$ cat src/verilog/hpa_map.svh
// Operation
// RL1 - Four read kinds, bounded by select or strobe
// RL2 - Register writes and transmit FIFO writes
// RL3 - Transmit level updates within 135 ns
// RL4 - Host waits after writes, per read register
// RL5 - Waits: 315, 180, 135 ns groups
// RL6 - Interrupt status read waits 90 ns
// RL7 - Control register reads wait 45 ns
// RL8 - Some registers readable right after writes
// RL9 - Dummy byte-order reads may fill waits
// RL10 - Slower hosts need fewer dummy reads
// RL11 - Waits between side-effect read pairs
// RL12 - Read side effects may appear late
// RL13 - Read spans select and strobe both low
// RL14 - Upper data half undriven in 16-bit mode
// RL15 - FIFO select reads receive data, keeps A2:1
// RL16 - Host stalls reads with age counters
`ifndef HPA_MAP_SVH
`define HPA_MAP_SVH
`define HPA_CLK_NS 40
`define HPA_NS2CYC(ns) (((ns) + `HPA_CLK_NS - 1) / `HPA_CLK_NS)
`define HPA_OFF_RX_DATA 8'h00
`define HPA_OFF_TX_DATA 8'h20
`define HPA_OFF_TX_DATA_END 8'h3C
`define HPA_OFF_REG_BASE 8'h50
`define HPA_OFF_IDENT 8'h50
`define HPA_OFF_IRQ_PIN 8'h54
`define HPA_OFF_INT_STAT 8'h58
`define HPA_OFF_INT_ENA 8'h5C
`define HPA_OFF_BYTE_ORDER 8'h64
`define HPA_OFF_FIFO_LVL_INT 8'h68
`define HPA_OFF_RX_CONF 8'h6C
`define HPA_OFF_TX_CONF 8'h70
`define HPA_OFF_HW_CONF 8'h74
`define HPA_OFF_RX_PATH 8'h78
`define HPA_OFF_RX_LEVEL 8'h7C
`define HPA_OFF_TX_LEVEL 8'h80
`define HPA_OFF_POWER 8'h84
`define HPA_OFF_GPIO_CONF 8'h88
`define HPA_OFF_TIMER_CONF 8'h8C
`define HPA_OFF_TIMER_CNT 8'h90
`define HPA_OFF_HALF_SWAP 8'h98
`define HPA_OFF_FREE_CNT 8'h9C
`define HPA_OFF_RX_DROPS 8'hA0
`define HPA_OFF_MAC_CMD 8'hA4
`define HPA_OFF_MAC_DATA 8'hA8
`define HPA_OFF_FLOW_CONF 8'hAC
`define HPA_OFF_EE_CMD 8'hB0
`define HPA_OFF_EE_DATA 8'hB4
`define HPA_OFF_RX_STAT 8'h40
`define HPA_OFF_TX_STAT 8'h48
`define HPA_BYTE_ORDER_VAL 32'hA5C3_0F96
`define HPA_WAIT_A_NS 315
`define HPA_WAIT_B_NS 180
`define HPA_WAIT_C_NS 135
`define HPA_WAIT_D_NS 90
`define HPA_WAIT_E_NS 45
`define HPA_TX_LVL_NS 135
`define HPA_TX_LVL_CYC ((`HPA_TX_LVL_NS) / `HPA_CLK_NS)
`define HPA_STROBE_CYC 2
`endif

$ cat src/verilog/hpa_pkg.sv
package hpa_pkg;
	typedef enum logic [1:0] {HPA_ST_IDLE, HPA_ST_HOLD, HPA_ST_STB, HPA_ST_GAP} hpa_hstate_t;
	typedef enum logic [1:0] {HPA_SIDE_NONE, HPA_SIDE_RXF, HPA_SIDE_TXS, HPA_SIDE_DROP} hpa_side_t;
	typedef logic [3:0] hpa_age_t;
	typedef logic [6:0] hpa_addr_t;
	typedef logic [31:0] hpa_word_t;
endpackage

$ cat src/verilog/hpa_if.sv
`timescale 1ns/100ps
`default_nettype none
interface hpa_if;
	import hpa_pkg::*;
	logic chip_select_n;
	logic read_strobe_n;
	logic write_strobe_n;
	logic fifo_select;
	hpa_addr_t addr;
	hpa_word_t host_data;
	logic host_data_oe;
	hpa_word_t dev_data;
	logic dev_data_oe_lo;
	logic dev_data_oe_hi;
	modport host (output chip_select_n, read_strobe_n, write_strobe_n, fifo_select, addr,
		host_data, host_data_oe, input dev_data, dev_data_oe_lo, dev_data_oe_hi);
	modport dev (input chip_select_n, read_strobe_n, write_strobe_n, fifo_select, addr,
		host_data, host_data_oe, output dev_data, dev_data_oe_lo, dev_data_oe_hi);
endinterface
`default_nettype wire

$ cat src/verilog/hpa_host.sv
`timescale 1ns/100ps
`default_nettype none
`include "hpa_map.svh"
module hpa_host #(
	parameter bit BUS16 = 1'b0
) (
	input wire logic i_clk_sys,
	input wire logic i_reset,
	hpa_if.host bus,
	input wire logic i_req,
	input wire logic i_req_wr,
	input wire logic [7:0] i_req_addr,
	input wire logic i_req_fifo,
	input wire hpa_pkg::hpa_word_t i_req_wdata,
	output logic o_ready,
	output logic o_rvalid,
	output hpa_pkg::hpa_word_t o_rdata
);
	import hpa_pkg::*;

	////////////////////////////////////////////////////////////////
	// Wait lengths in clock cycles, rounded up
	localparam hpa_age_t W_A = 4'(`HPA_NS2CYC(`HPA_WAIT_A_NS));
	localparam hpa_age_t W_B = 4'(`HPA_NS2CYC(`HPA_WAIT_B_NS));
	localparam hpa_age_t W_C = 4'(`HPA_NS2CYC(`HPA_WAIT_C_NS));
	localparam hpa_age_t W_D = 4'(`HPA_NS2CYC(`HPA_WAIT_D_NS));
	localparam hpa_age_t W_E = 4'(`HPA_NS2CYC(`HPA_WAIT_E_NS));
	localparam hpa_age_t STB = 4'(`HPA_STROBE_CYC - 1);

	typedef struct packed {
		hpa_hstate_t st;
		logic wr;
		logic fifo;
		logic [7:0] addr;
		hpa_word_t wdata;
		hpa_age_t stb_cnt;
		hpa_age_t wr_age;
		hpa_age_t side_age;
		hpa_side_t side;
		logic cs_n;
		logic rd_n;
		logic wr_n;
		logic data_oe;
		logic ready;
		logic rvalid;
		hpa_word_t rdata;
	} hpa_host_s_t;
	hpa_host_s_t r_reg, r_next;

	////////////////////////////////////////////////////////////////
	// Least wait after any write, chosen by the register read
	function automatic hpa_age_t raw_wait(input logic [7:0] a, input logic fifo);
		hpa_age_t w;
		w = 4'h0;
		if (!fifo) begin // RL4
			unique case (a)
				`HPA_OFF_POWER: w = W_A; // RL5
				`HPA_OFF_FREE_CNT: w = W_B; // RL5
				`HPA_OFF_IRQ_PIN,
				`HPA_OFF_TX_LEVEL,
				`HPA_OFF_TIMER_CNT: w = W_C; // RL5
				`HPA_OFF_INT_STAT: w = W_D; // RL6
				`HPA_OFF_INT_ENA,
				`HPA_OFF_FIFO_LVL_INT,
				`HPA_OFF_RX_CONF,
				`HPA_OFF_TX_CONF,
				`HPA_OFF_HW_CONF,
				`HPA_OFF_RX_PATH,
				`HPA_OFF_GPIO_CONF,
				`HPA_OFF_TIMER_CONF,
				`HPA_OFF_HALF_SWAP,
				`HPA_OFF_MAC_CMD,
				`HPA_OFF_MAC_DATA,
				`HPA_OFF_FLOW_CONF,
				`HPA_OFF_EE_CMD,
				`HPA_OFF_EE_DATA: w = W_E; // RL7
				default: w = 4'h0; // RL8
			endcase
		end
		return w;
	endfunction

	// Which side effect a read leaves behind
	function automatic hpa_side_t side_of(input logic [7:0] a, input logic fifo);
		hpa_side_t s;
		s = HPA_SIDE_NONE;
		if (fifo || a < `HPA_OFF_TX_DATA) begin
			s = HPA_SIDE_RXF;
		end else if (a == `HPA_OFF_RX_STAT) begin
			s = HPA_SIDE_RXF;
		end else if (a == `HPA_OFF_TX_STAT) begin
			s = HPA_SIDE_TXS;
		end else if (a == `HPA_OFF_RX_DROPS) begin
			s = HPA_SIDE_DROP;
		end
		return s;
	endfunction

	// Least wait after a side-effect read, by pair
	function automatic hpa_age_t rar_wait(input hpa_side_t s, input logic [7:0] a, input logic fifo);
		hpa_age_t w;
		w = 4'h0;
		if (!fifo) begin // RL11
			if (s == HPA_SIDE_RXF && a == `HPA_OFF_RX_LEVEL) begin
				w = W_C;
			end else if (s == HPA_SIDE_TXS && a == `HPA_OFF_TX_LEVEL) begin
				w = W_C;
			end else if (s == HPA_SIDE_DROP && a == `HPA_OFF_RX_DROPS) begin
				w = W_B;
			end
		end
		return w;
	endfunction

	////////////////////////////////////////////////////////////////
	// Reads stall while either age is short of its wait; writes never stall
	logic stall;
	assign stall = !r_reg.wr && (r_reg.wr_age < raw_wait(r_reg.addr, r_reg.fifo) // RL16
		|| r_reg.side_age < rar_wait(r_reg.side, r_reg.addr, r_reg.fifo)); // RL16

	// Next state
	always_comb begin
		r_next = r_reg;
		r_next.rvalid = 1'b0;
		// Ages count real time, so any access pattern counts
		if (r_reg.wr_age != 4'hF) begin
			r_next.wr_age = r_reg.wr_age + 4'h1; // RL10
		end
		if (r_reg.side_age != 4'hF) begin
			r_next.side_age = r_reg.side_age + 4'h1; // RL9
		end
		unique case (r_reg.st)
			HPA_ST_IDLE: begin
				if (i_req) begin
					r_next.wr = i_req_wr;
					r_next.fifo = i_req_fifo;
					r_next.addr = i_req_addr;
					r_next.wdata = i_req_wdata;
					r_next.ready = 1'b0;
					r_next.st = HPA_ST_HOLD;
				end
			end
			HPA_ST_HOLD: begin
				if (!stall) begin // RL16
					r_next.cs_n = 1'b0; // RL13
					r_next.rd_n = r_reg.wr;
					r_next.wr_n = !r_reg.wr; // RL2
					r_next.data_oe = r_reg.wr;
					r_next.stb_cnt = STB;
					r_next.st = HPA_ST_STB;
				end
			end
			HPA_ST_STB: begin
				if (r_reg.stb_cnt == 4'h0) begin
					// Release both; either ends the cycle
					r_next.cs_n = 1'b1; // RL1
					r_next.rd_n = 1'b1;
					r_next.wr_n = 1'b1;
					r_next.data_oe = 1'b0;
					if (r_reg.wr) begin
						r_next.wr_age = 4'h0; // RL4
					end else begin
						r_next.rvalid = 1'b1;
						if (BUS16) begin
							r_next.rdata = {16'h0000, bus.dev_data[15:0]};
						end else begin
							r_next.rdata = bus.dev_data;
						end
						if (side_of(r_reg.addr, r_reg.fifo) != HPA_SIDE_NONE) begin
							r_next.side = side_of(r_reg.addr, r_reg.fifo); // RL11
							r_next.side_age = 4'h0;
						end
					end
					r_next.st = HPA_ST_GAP;
				end else begin
					r_next.stb_cnt = r_reg.stb_cnt - 4'h1;
				end
			end
			HPA_ST_GAP: begin
				// One idle cycle meets the deassertion time
				r_next.ready = 1'b1;
				r_next.st = HPA_ST_IDLE;
			end
		endcase
	end

	// Single register for all state
	always_ff @(posedge i_clk_sys) begin
		if (i_reset) begin
			r_reg <= '{st: HPA_ST_IDLE, side: HPA_SIDE_NONE, cs_n: 1'b1, rd_n: 1'b1, wr_n: 1'b1,
				ready: 1'b1, wr_age: 4'hF, side_age: 4'hF, default: '0};
		end else begin
			r_reg <= r_next;
		end
	end

	////////////////////////////////////////////////////////////////
	// Pins and user outputs straight from the state register
	assign bus.chip_select_n = r_reg.cs_n;
	assign bus.read_strobe_n = r_reg.rd_n;
	assign bus.write_strobe_n = r_reg.wr_n;
	assign bus.fifo_select = r_reg.fifo;
	assign bus.addr = r_reg.addr[7:1];
	assign bus.host_data = r_reg.wdata;
	assign bus.host_data_oe = r_reg.data_oe;
	assign o_ready = r_reg.ready;
	assign o_rvalid = r_reg.rvalid;
	assign o_rdata = r_reg.rdata;
endmodule
`default_nettype wire

$ cat src/flat_wrapper.sv
// flat-port wrapper written by rule: the top's interface ports become plain ports
module hpa_host_flat import hpa_pkg::*;
#(
	parameter bit BUS16 = 1'b0
)
  (i_clk_sys, i_reset, i_req, i_req_wr, i_req_addr, i_req_fifo, i_req_wdata, o_ready, o_rvalid, o_rdata, bus_chip_select_n, bus_read_strobe_n, bus_write_strobe_n, bus_fifo_select, bus_addr, bus_host_data, bus_host_data_oe, bus_dev_data, bus_dev_data_oe_lo, bus_dev_data_oe_hi);
  hpa_if bus_i ();
  input wire logic i_clk_sys;
  input wire logic i_reset;
  input wire logic i_req;
  input wire logic i_req_wr;
  input wire logic [7:0] i_req_addr;
  input wire logic i_req_fifo;
  input wire hpa_pkg::hpa_word_t i_req_wdata;
  output logic o_ready;
  output logic o_rvalid;
  output hpa_pkg::hpa_word_t o_rdata;
  output wire logic [$bits(bus_i.chip_select_n)-1:0] bus_chip_select_n;
  output wire logic [$bits(bus_i.read_strobe_n)-1:0] bus_read_strobe_n;
  output wire logic [$bits(bus_i.write_strobe_n)-1:0] bus_write_strobe_n;
  output wire logic [$bits(bus_i.fifo_select)-1:0] bus_fifo_select;
  output wire logic [$bits(bus_i.addr)-1:0] bus_addr;
  output wire logic [$bits(bus_i.host_data)-1:0] bus_host_data;
  output wire logic [$bits(bus_i.host_data_oe)-1:0] bus_host_data_oe;
  input wire logic [$bits(bus_i.dev_data)-1:0] bus_dev_data;
  input wire logic [$bits(bus_i.dev_data_oe_lo)-1:0] bus_dev_data_oe_lo;
  input wire logic [$bits(bus_i.dev_data_oe_hi)-1:0] bus_dev_data_oe_hi;
  assign bus_chip_select_n = bus_i.chip_select_n;
  assign bus_read_strobe_n = bus_i.read_strobe_n;
  assign bus_write_strobe_n = bus_i.write_strobe_n;
  assign bus_fifo_select = bus_i.fifo_select;
  assign bus_addr = bus_i.addr;
  assign bus_host_data = bus_i.host_data;
  assign bus_host_data_oe = bus_i.host_data_oe;
  assign bus_i.dev_data = bus_dev_data;
  assign bus_i.dev_data_oe_lo = bus_dev_data_oe_lo;
  assign bus_i.dev_data_oe_hi = bus_dev_data_oe_hi;
  hpa_host #(.BUS16(BUS16)) u_core (.i_clk_sys(i_clk_sys), .i_reset(i_reset), .bus(bus_i), .i_req(i_req), .i_req_wr(i_req_wr), .i_req_addr(i_req_addr), .i_req_fifo(i_req_fifo), .i_req_wdata(i_req_wdata), .o_ready(o_ready), .o_rvalid(o_rvalid), .o_rdata(o_rdata));
endmodule
$ cat config.mk
export PLATFORM = sky130hd
export DESIGN_NAME = hpa_host_flat
export DESIGN_NICKNAME = d
export VERILOG_FILES = /design/src/verilog/hpa_pkg.sv /design/src/verilog/hpa_if.sv /design/src/verilog/hpa_host.sv /design/src/flat_wrapper.sv
export VERILOG_INCLUDE_DIRS = /design/src /design/src/verilog
export SDC_FILE = /design/constraint.sdc
export NUM_CORES = 1
export LEC_CHECK = 0
export BUFFER_PORTS_ARGS = -buffer_cell sky130_fd_sc_hd__buf_2
export CELL_PAD_IN_SITES_DETAIL_PLACEMENT = 0
export CELL_PAD_IN_SITES_GLOBAL_PLACEMENT = 1
export CORE_MARGIN = 5
export CORE_UTILIZATION = 39
export CTS_CLUSTER_SIZE = 16
export DETAILED_ROUTE_END_ITERATION = 8
export PLACE_DENSITY = 0.9
export RECOVER_POWER = 100
export SLEW_MARGIN = 20
export SYNTH_ARGS = -nofsm -noshare
export SYNTH_HDL_FRONTEND = slang
export SYNTH_SLANG_ARGS = --single-unit
$ cat constraint.sdc
create_clock -name i_clk_sys -period 4.7 [get_ports i_clk_sys]
set_input_delay 0.705 -clock i_clk_sys [delete_from_list [all_inputs] [get_ports i_clk_sys]]
set_output_delay 0.705 -clock i_clk_sys [all_outputs]
set_load 0.01 [all_outputs]
* After elaboration in Yosys (flattened, before gate mapping)
Cells that the tools add are included.
** Word-level totals
- Output and inout bits :: 78
- Input port bits :: 79
- Memories kept :: 0
- Latch bits :: 0
- Register bits :: 96
- Memory bits (writable) :: 0
- Memory bits (read-only) :: 0
** Cells by class
- Eq/ne operators :: 36
- Multiplexer cells :: 32
- Shifts and indexed selects :: 0
- Reductions and logical operators :: 22
- Bitwise logic cells :: 3
- Order comparisons :: 3
- Add/subtract/negate cells :: 3
- $mul :: 0
- Div/mod/pow operators :: 0
** Operators with widths (number)
- 8-bit == test, second input constant :: 13
- 8-bit by 7-bit == test with 1-bit output, second input constant :: 11
- 44-bit two-way mux :: 1
- 4-bit two-way mux :: 10
- 33-bit two-way mux :: 1
- 4-bit one-hot mux with 5 select lines :: 1
- 2-bit two-way mux :: 9
- 4-bit one-hot mux with 2 select lines :: 2
- 14-bit two-way mux :: 1
- 14-bit OR reduction :: 1
- 6-bit two-way mux :: 2
- 3-bit AND reduction :: 4
- 10-bit two-way mux :: 1
- 4-bit by 1-bit adder with 4-bit output, second input constant :: 2
- 2-bit == test, second input constant :: 4
- 4-bit < comparator :: 2
- 8-bit by 6-bit < comparator with 1-bit output, second input constant :: 1
- 4-bit != test, second input constant :: 2
- 2-bit one-hot mux with 4 select lines :: 1
- 2-bit != test, second input constant :: 3
- 2-bit nonzero test :: 3
- 3-bit OR reduction :: 2
- 2-bit by 1-bit == test with 1-bit output, second input constant :: 2
- 1-bit logical AND :: 4
- 12 further kinds :: 16

* Logic depth before layout (Yosys ltp)
- Depth after elaboration :: 13
- Gate-level depth with buffers :: 12
- Gate-level depth less buffers :: 11

* Worst setup path before layout
No wires, ideal clock.
- Path type :: register to register
- Start :: reg u_core.r_reg, in the netlist u_core.bus.addr[6]
- End :: reg u_core.r_reg, in the netlist u_core.bus.read_strobe_n
- Stages on the path, launching flop included :: 12
- Setup slack :: 1.977 ns
- Period minus slack after synthesis :: 2.723 ns
- Arrival time :: 2.607 ns
- Path buffers :: 1
- Path through :: dfxtp_1 > clkbuf_4 > nand2b_1 > or4b_2 > o21ai_0 > nand2b_1 > ha_1 > nor3_1 > a21oi_1 > o211a_1 > or3_1 > a31o_1
** Between the ends
- Cells in the longest elaborated chain, start to end :: 11
** RTL lines
- from (decl) :: RTL line hpa_host.sv:48 : hpa_host_s_t r_reg, r_next;
- from (signal assigned) :: RTL line hpa_host.sv:190 : r_reg <= '{st: HPA_ST_IDLE, side: HPA_SIDE_NONE, cs_n: 1'b1, rd_n: 1'b1, wr_n: 1'b1,
- from (signal assigned) :: RTL line hpa_host.sv:193 : r_reg <= r_next;
- branches (longest 7 deep; another with 4-bit < comparator)
- 1-bit logical OR * :: RTL line hpa_host.sv:119 : || r_reg.side_age < rar_wait(r_reg.side, r_reg.addr, r_reg.fifo));
- 1-bit logical AND * :: RTL line hpa_host.sv:118 : assign stall = !r_reg.wr && (r_reg.wr_age < raw_wait(r_reg.addr, r_reg.fifo)
- 2-bit != test (no line) *
- 3-bit AND reduction (no line) *
Mark *: on every way between the ends.
A chain may end at the register's enable or synchronous reset.

* Worst setup path in the final report
- Start :: reg u_core.r_reg, in the netlist u_core.bus.addr[2]
- End :: reg u_core.r_reg, in the netlist u_core.bus.chip_select_n
The elaborated chain is that of the path after synthesis.

==> results.py <==
metrics = {
    "run_status": {
        "status": "complete, but fails checks",
        "violations": "max-capacitance violations, max-slew violations",
    },
    "logic_synthesis": {
        "yosys.area_share.simple_pct": 21.8,
        "yosysWarnings": 0,
        "synth.distinct_cells": 57,
        "seq_area_frac_synth_pct": 41.3,
        "synth_adder_area_share_pct": 3.22,
        "synthArstFlopShare_pct": 0,
        "synth-compound-area-share_pct": 15.7,
        "yosysMostFrequentCell": "nand2_1",
        "synthMuxAreaShare_pct": 1.10,
        "yosysTopAreaCell": "dfxtp_1",
        "synthXorXnorAreaFrac_pct": 0.752,
        "netlist_top_cells_count": "nand2_1 (159), dfxtp_1 (96), a21oi_1 (86), buf_4 (72), clkbuf_1 (23)",
        "synth_top_family_by_area": "simple AND/OR/NAND/NOR gates",
        "synth_top_area_share_pct": 41.3,
        "synth_nets": 671,
        "synth_cells": 580,
        "ys_ff_latch": 96,
        "synth.area.top_cells": "dfxtp_1 (41%), nand2_1 (13%), buf_4 (12%)",
        "synthFlopType": "dfxtp_1",
        "synth_edf_count": 0,
        "syn-cell-area_sq_um": 4660,
        "syn_avg_cell_area_sq_um": 8.03,
    },
    "critical_path": {
        "path_max_fanout": 11,
        "endpoint": "u_core.bus.chip_select_n",
        "cpPeakStageDelay_ns": 0.58,
        "crit_start": "u_core.bus.addr[2]",
        "crit_slowest_cell": "or4b_2",
        "crit_top_cell": "a21oi_1",
        "r2r_cells": 10,
        "end_kind": "flop",
        "r2r-end": "u_core.bus.chip_select_n",
        "startpoint_type": "flop",
        "arrival_ns": 3.32,
        "r2r_slack_ns": 1.61,
        "critPathKind": "reg -> reg",
        "worstPathCellList": "and2_2 -> or4b_2 -> o21ai_0 -> nand2b_1 -> ha_1 -> nor3_1 -> a21oi_1 -> o211ai_1 -> a21oi_1 -> a221o_1",
        "critPathRequiredTime_ns": 4.93,
        "r2r-start": "u_core.bus.addr[2]",
    },
    "sta": {
        "fmax_mhz": 324,
        "fin_crit_ns": 3.09,
        "slew_headroom_pct": -26.2,
        "drv_slew": 86,
        "grt_setup_unrepaired": "no",
        "fin_crit_sh_pct": 65.7,
        "setup_viol": 0,
        "fin_setup_tns_ns": 0,
        "worst_pin_slew_ns": 1.89,
        "fin_worst_skew_ns": 0.00637,
        "hold_viol_final": 0,
    },
    "cts": {
        "post-cts-setup-buffers": 0,
        "clock_path_buffers": 2,
        "htree_levels": 3,
        "cts_root_buf": "clkbuf_16",
        "cts_sinks": 96,
        "ctsHoldBuffers": 0,
        "cts_tree": "built",
        "cts_inserted_buffers": 9,
        "cts_resized": 0,
        "clock_latency_ns": 0.34,
        "cts.reportedPaths.clkPinSlew_ns": 0.06,
    },
    "floorplanning": {
        "dieArea_sq_um": 14200,
        "dieWidth_um": 119,
        "initial_core_util_pct": 39.3,
        "pin_count": 157,
        "fp-row-count": 40,
        "coreArea_sq_um": 11900,
        "die_y_um": 119,
    },
    "global_route": {
        "first_global_vias": 3749,
        "grt_overflow": 0,
        "antenna_found_initial": 0,
        "grt_pass1_wl_um": 17600,
        "grt_max_degree": 47,
        "grt.total_usage_pct": 15.0,
    },
    "routing": {
        "viasPerCell": 4.94,
        "drc": 0,
        "vias": 3938,
        "wirelength_um": 10600,
        "postRouteAntennaNets": 0,
        "drt_pre_antenna_iters": 4,
        "wl_per_cell_um": 13.3,
        "drt_iter0_markers": 140,
    },
    "power_and_ir_drop": {
        "intPower_mw": 1.83,
        "leakagePower_nw": 1.97,
        "swShare_pct": 36.8,
        "seqPwrFrac_pct": 39.4,
        "pwr-share-clk_pct": 27.2,
        "vdd_ir_drop_max_mv": 0.181,
        "power_density_nw_per_um2": 564,
        "netSwitchingPower_mw": 1.06,
        "comb_power_share_pct": 33.4,
    },
    "final_layout": {
        "diodes": 0,
        "synthToLayoutAreaGrowth_pct": 10.3,
        "drive_gt1_share_pct": 16.2,
        "fin_util_pct": 43.3,
        "instances_no_fill": 797,
        "nNetsFinal": 736,
    },
    "placement": {
        "dp_hpwl_um": 7630,
        "dp_cells": 781,
        "portBuffers": 154,
        "routabilityCongestion": 0.820,
    },
    "run": {
        "maxCapViolations": 2,
    },
    "worst_hold_path": {
        "worstHoldPathType": "reg -> reg",
    },
}
-- cell type report --
| cell class | count | area [sq um] |
|---|---|---|
| Clock buffer | 10 | 229 |
| Clock inverter | 6 | 90.1 |
| Fill cell | 1207 | 6730 |
| Inverter | 7 | 26.3 |
| Multi-Input combinational cell | 372 | 1980 |
| Sequential cell | 96 | 1920 |
| Tap cell | 147 | 184 |
| Timing Repair Buffer | 159 | 702 |
-- worst min-delay path by stage --
stage / startpoint / to / slack, ns / depth (start not counted)
floorplan: u_core.bus.host_data[0] / u_core.bus.host_data[0] / 0.44 / 2
global placement: u_core.o_rdata[10] / u_core.o_rdata[10] / 0.44 / 2
CTS: u_core.o_rdata[21] / u_core.o_rdata[21] / 0.46 / 2
global route: u_core.bus.host_data[26] / u_core.bus.host_data[26] / 0.48 / 2
detailed placement: u_core.o_rdata[21] / u_core.o_rdata[21] / 0.45 / 2
finish: u_core.bus.host_data[23] / u_core.bus.host_data[23] / 0.46 / 2
-- logic make-up (layout without fill, tap and decap cells) --
family | count (synthesis) | after routing
flops | 96 | 96
simple gates | 223 | 223
mux | 5 | 5
fa+ha+maj | 12 | 12
xor+xnor | 4 | 4
buf+inv | 112 | 182
compound gates | 128 | 128
-- metal layers --
layer | GRT usage [%] | wire length (um) | share of wire [%]
met2 | 25.3 | 5110 | 48
met4 | 7.10 | 229 | 2.2
met1 | 17.6 | 4580 | 43
met3 | 4.04 | 703 | 6.6
met5 | 0 | 0 | 0
-- worst max-delay path: cells and delay by family (launching register included) --
family	cells	cell delay, ns
DFF	1	0.57
and+or+nand+nor	4	1.12
adders and majority gates	1	0.29
AOI/OAI and AO/OA	5	1.01
-- per-stage QoR --
step | setup slack [ns] | total power [mW] | hold WS [ns] | area [sq um]
after detailed placement | 1.65 | 2.17 | 0.446 | 4930
after global routing | 1.28 | 3.12 | 0.477 | 5140
after floorplan | 1.98 | 2.00 | 0.437 | 4660
final | 1.61 | 2.89 | 0.455 | 5140
after CTS | 1.63 | 2.97 | 0.456 | 5250
after global placement | 1.70 | 2.11 | 0.439 | 4930
-- power by group through the flow --
| stage | logic, mW | clock network [mW] | registers [mW] |
|---|---|---|---|
| 2_1_floorplan | 0.897 | 0 | 1.11 |
| 4_1_cts | 1.02 | 0.816 | 1.13 |
| 6_report | 0.967 | 0.787 | 1.14 |
| 3_3_place_gp | 0.974 | 0 | 1.14 |
| 5_1_grt | 1.11 | 0.848 | 1.17 |
| 3_5_place_dp | 1.01 | 0 | 1.15 |
-- cell usage in the layout (no fill, tap or decap), drive strengths merged, types with 3 or more instances in the layout --
cell type,count
nand2,159
dfxtp,96
clkbuf,91
a21oi,86
buf,78
o21ai,17
nor2,14
ha,12
nor3,10
inv,9
nand3,8
o211ai,6
nand2b,5
mux2i,4
nor3b,3
xnor2,3
o31ai,3
and2,3
nor4,3
Note: power is estimated with default switching activity, not from simulation.
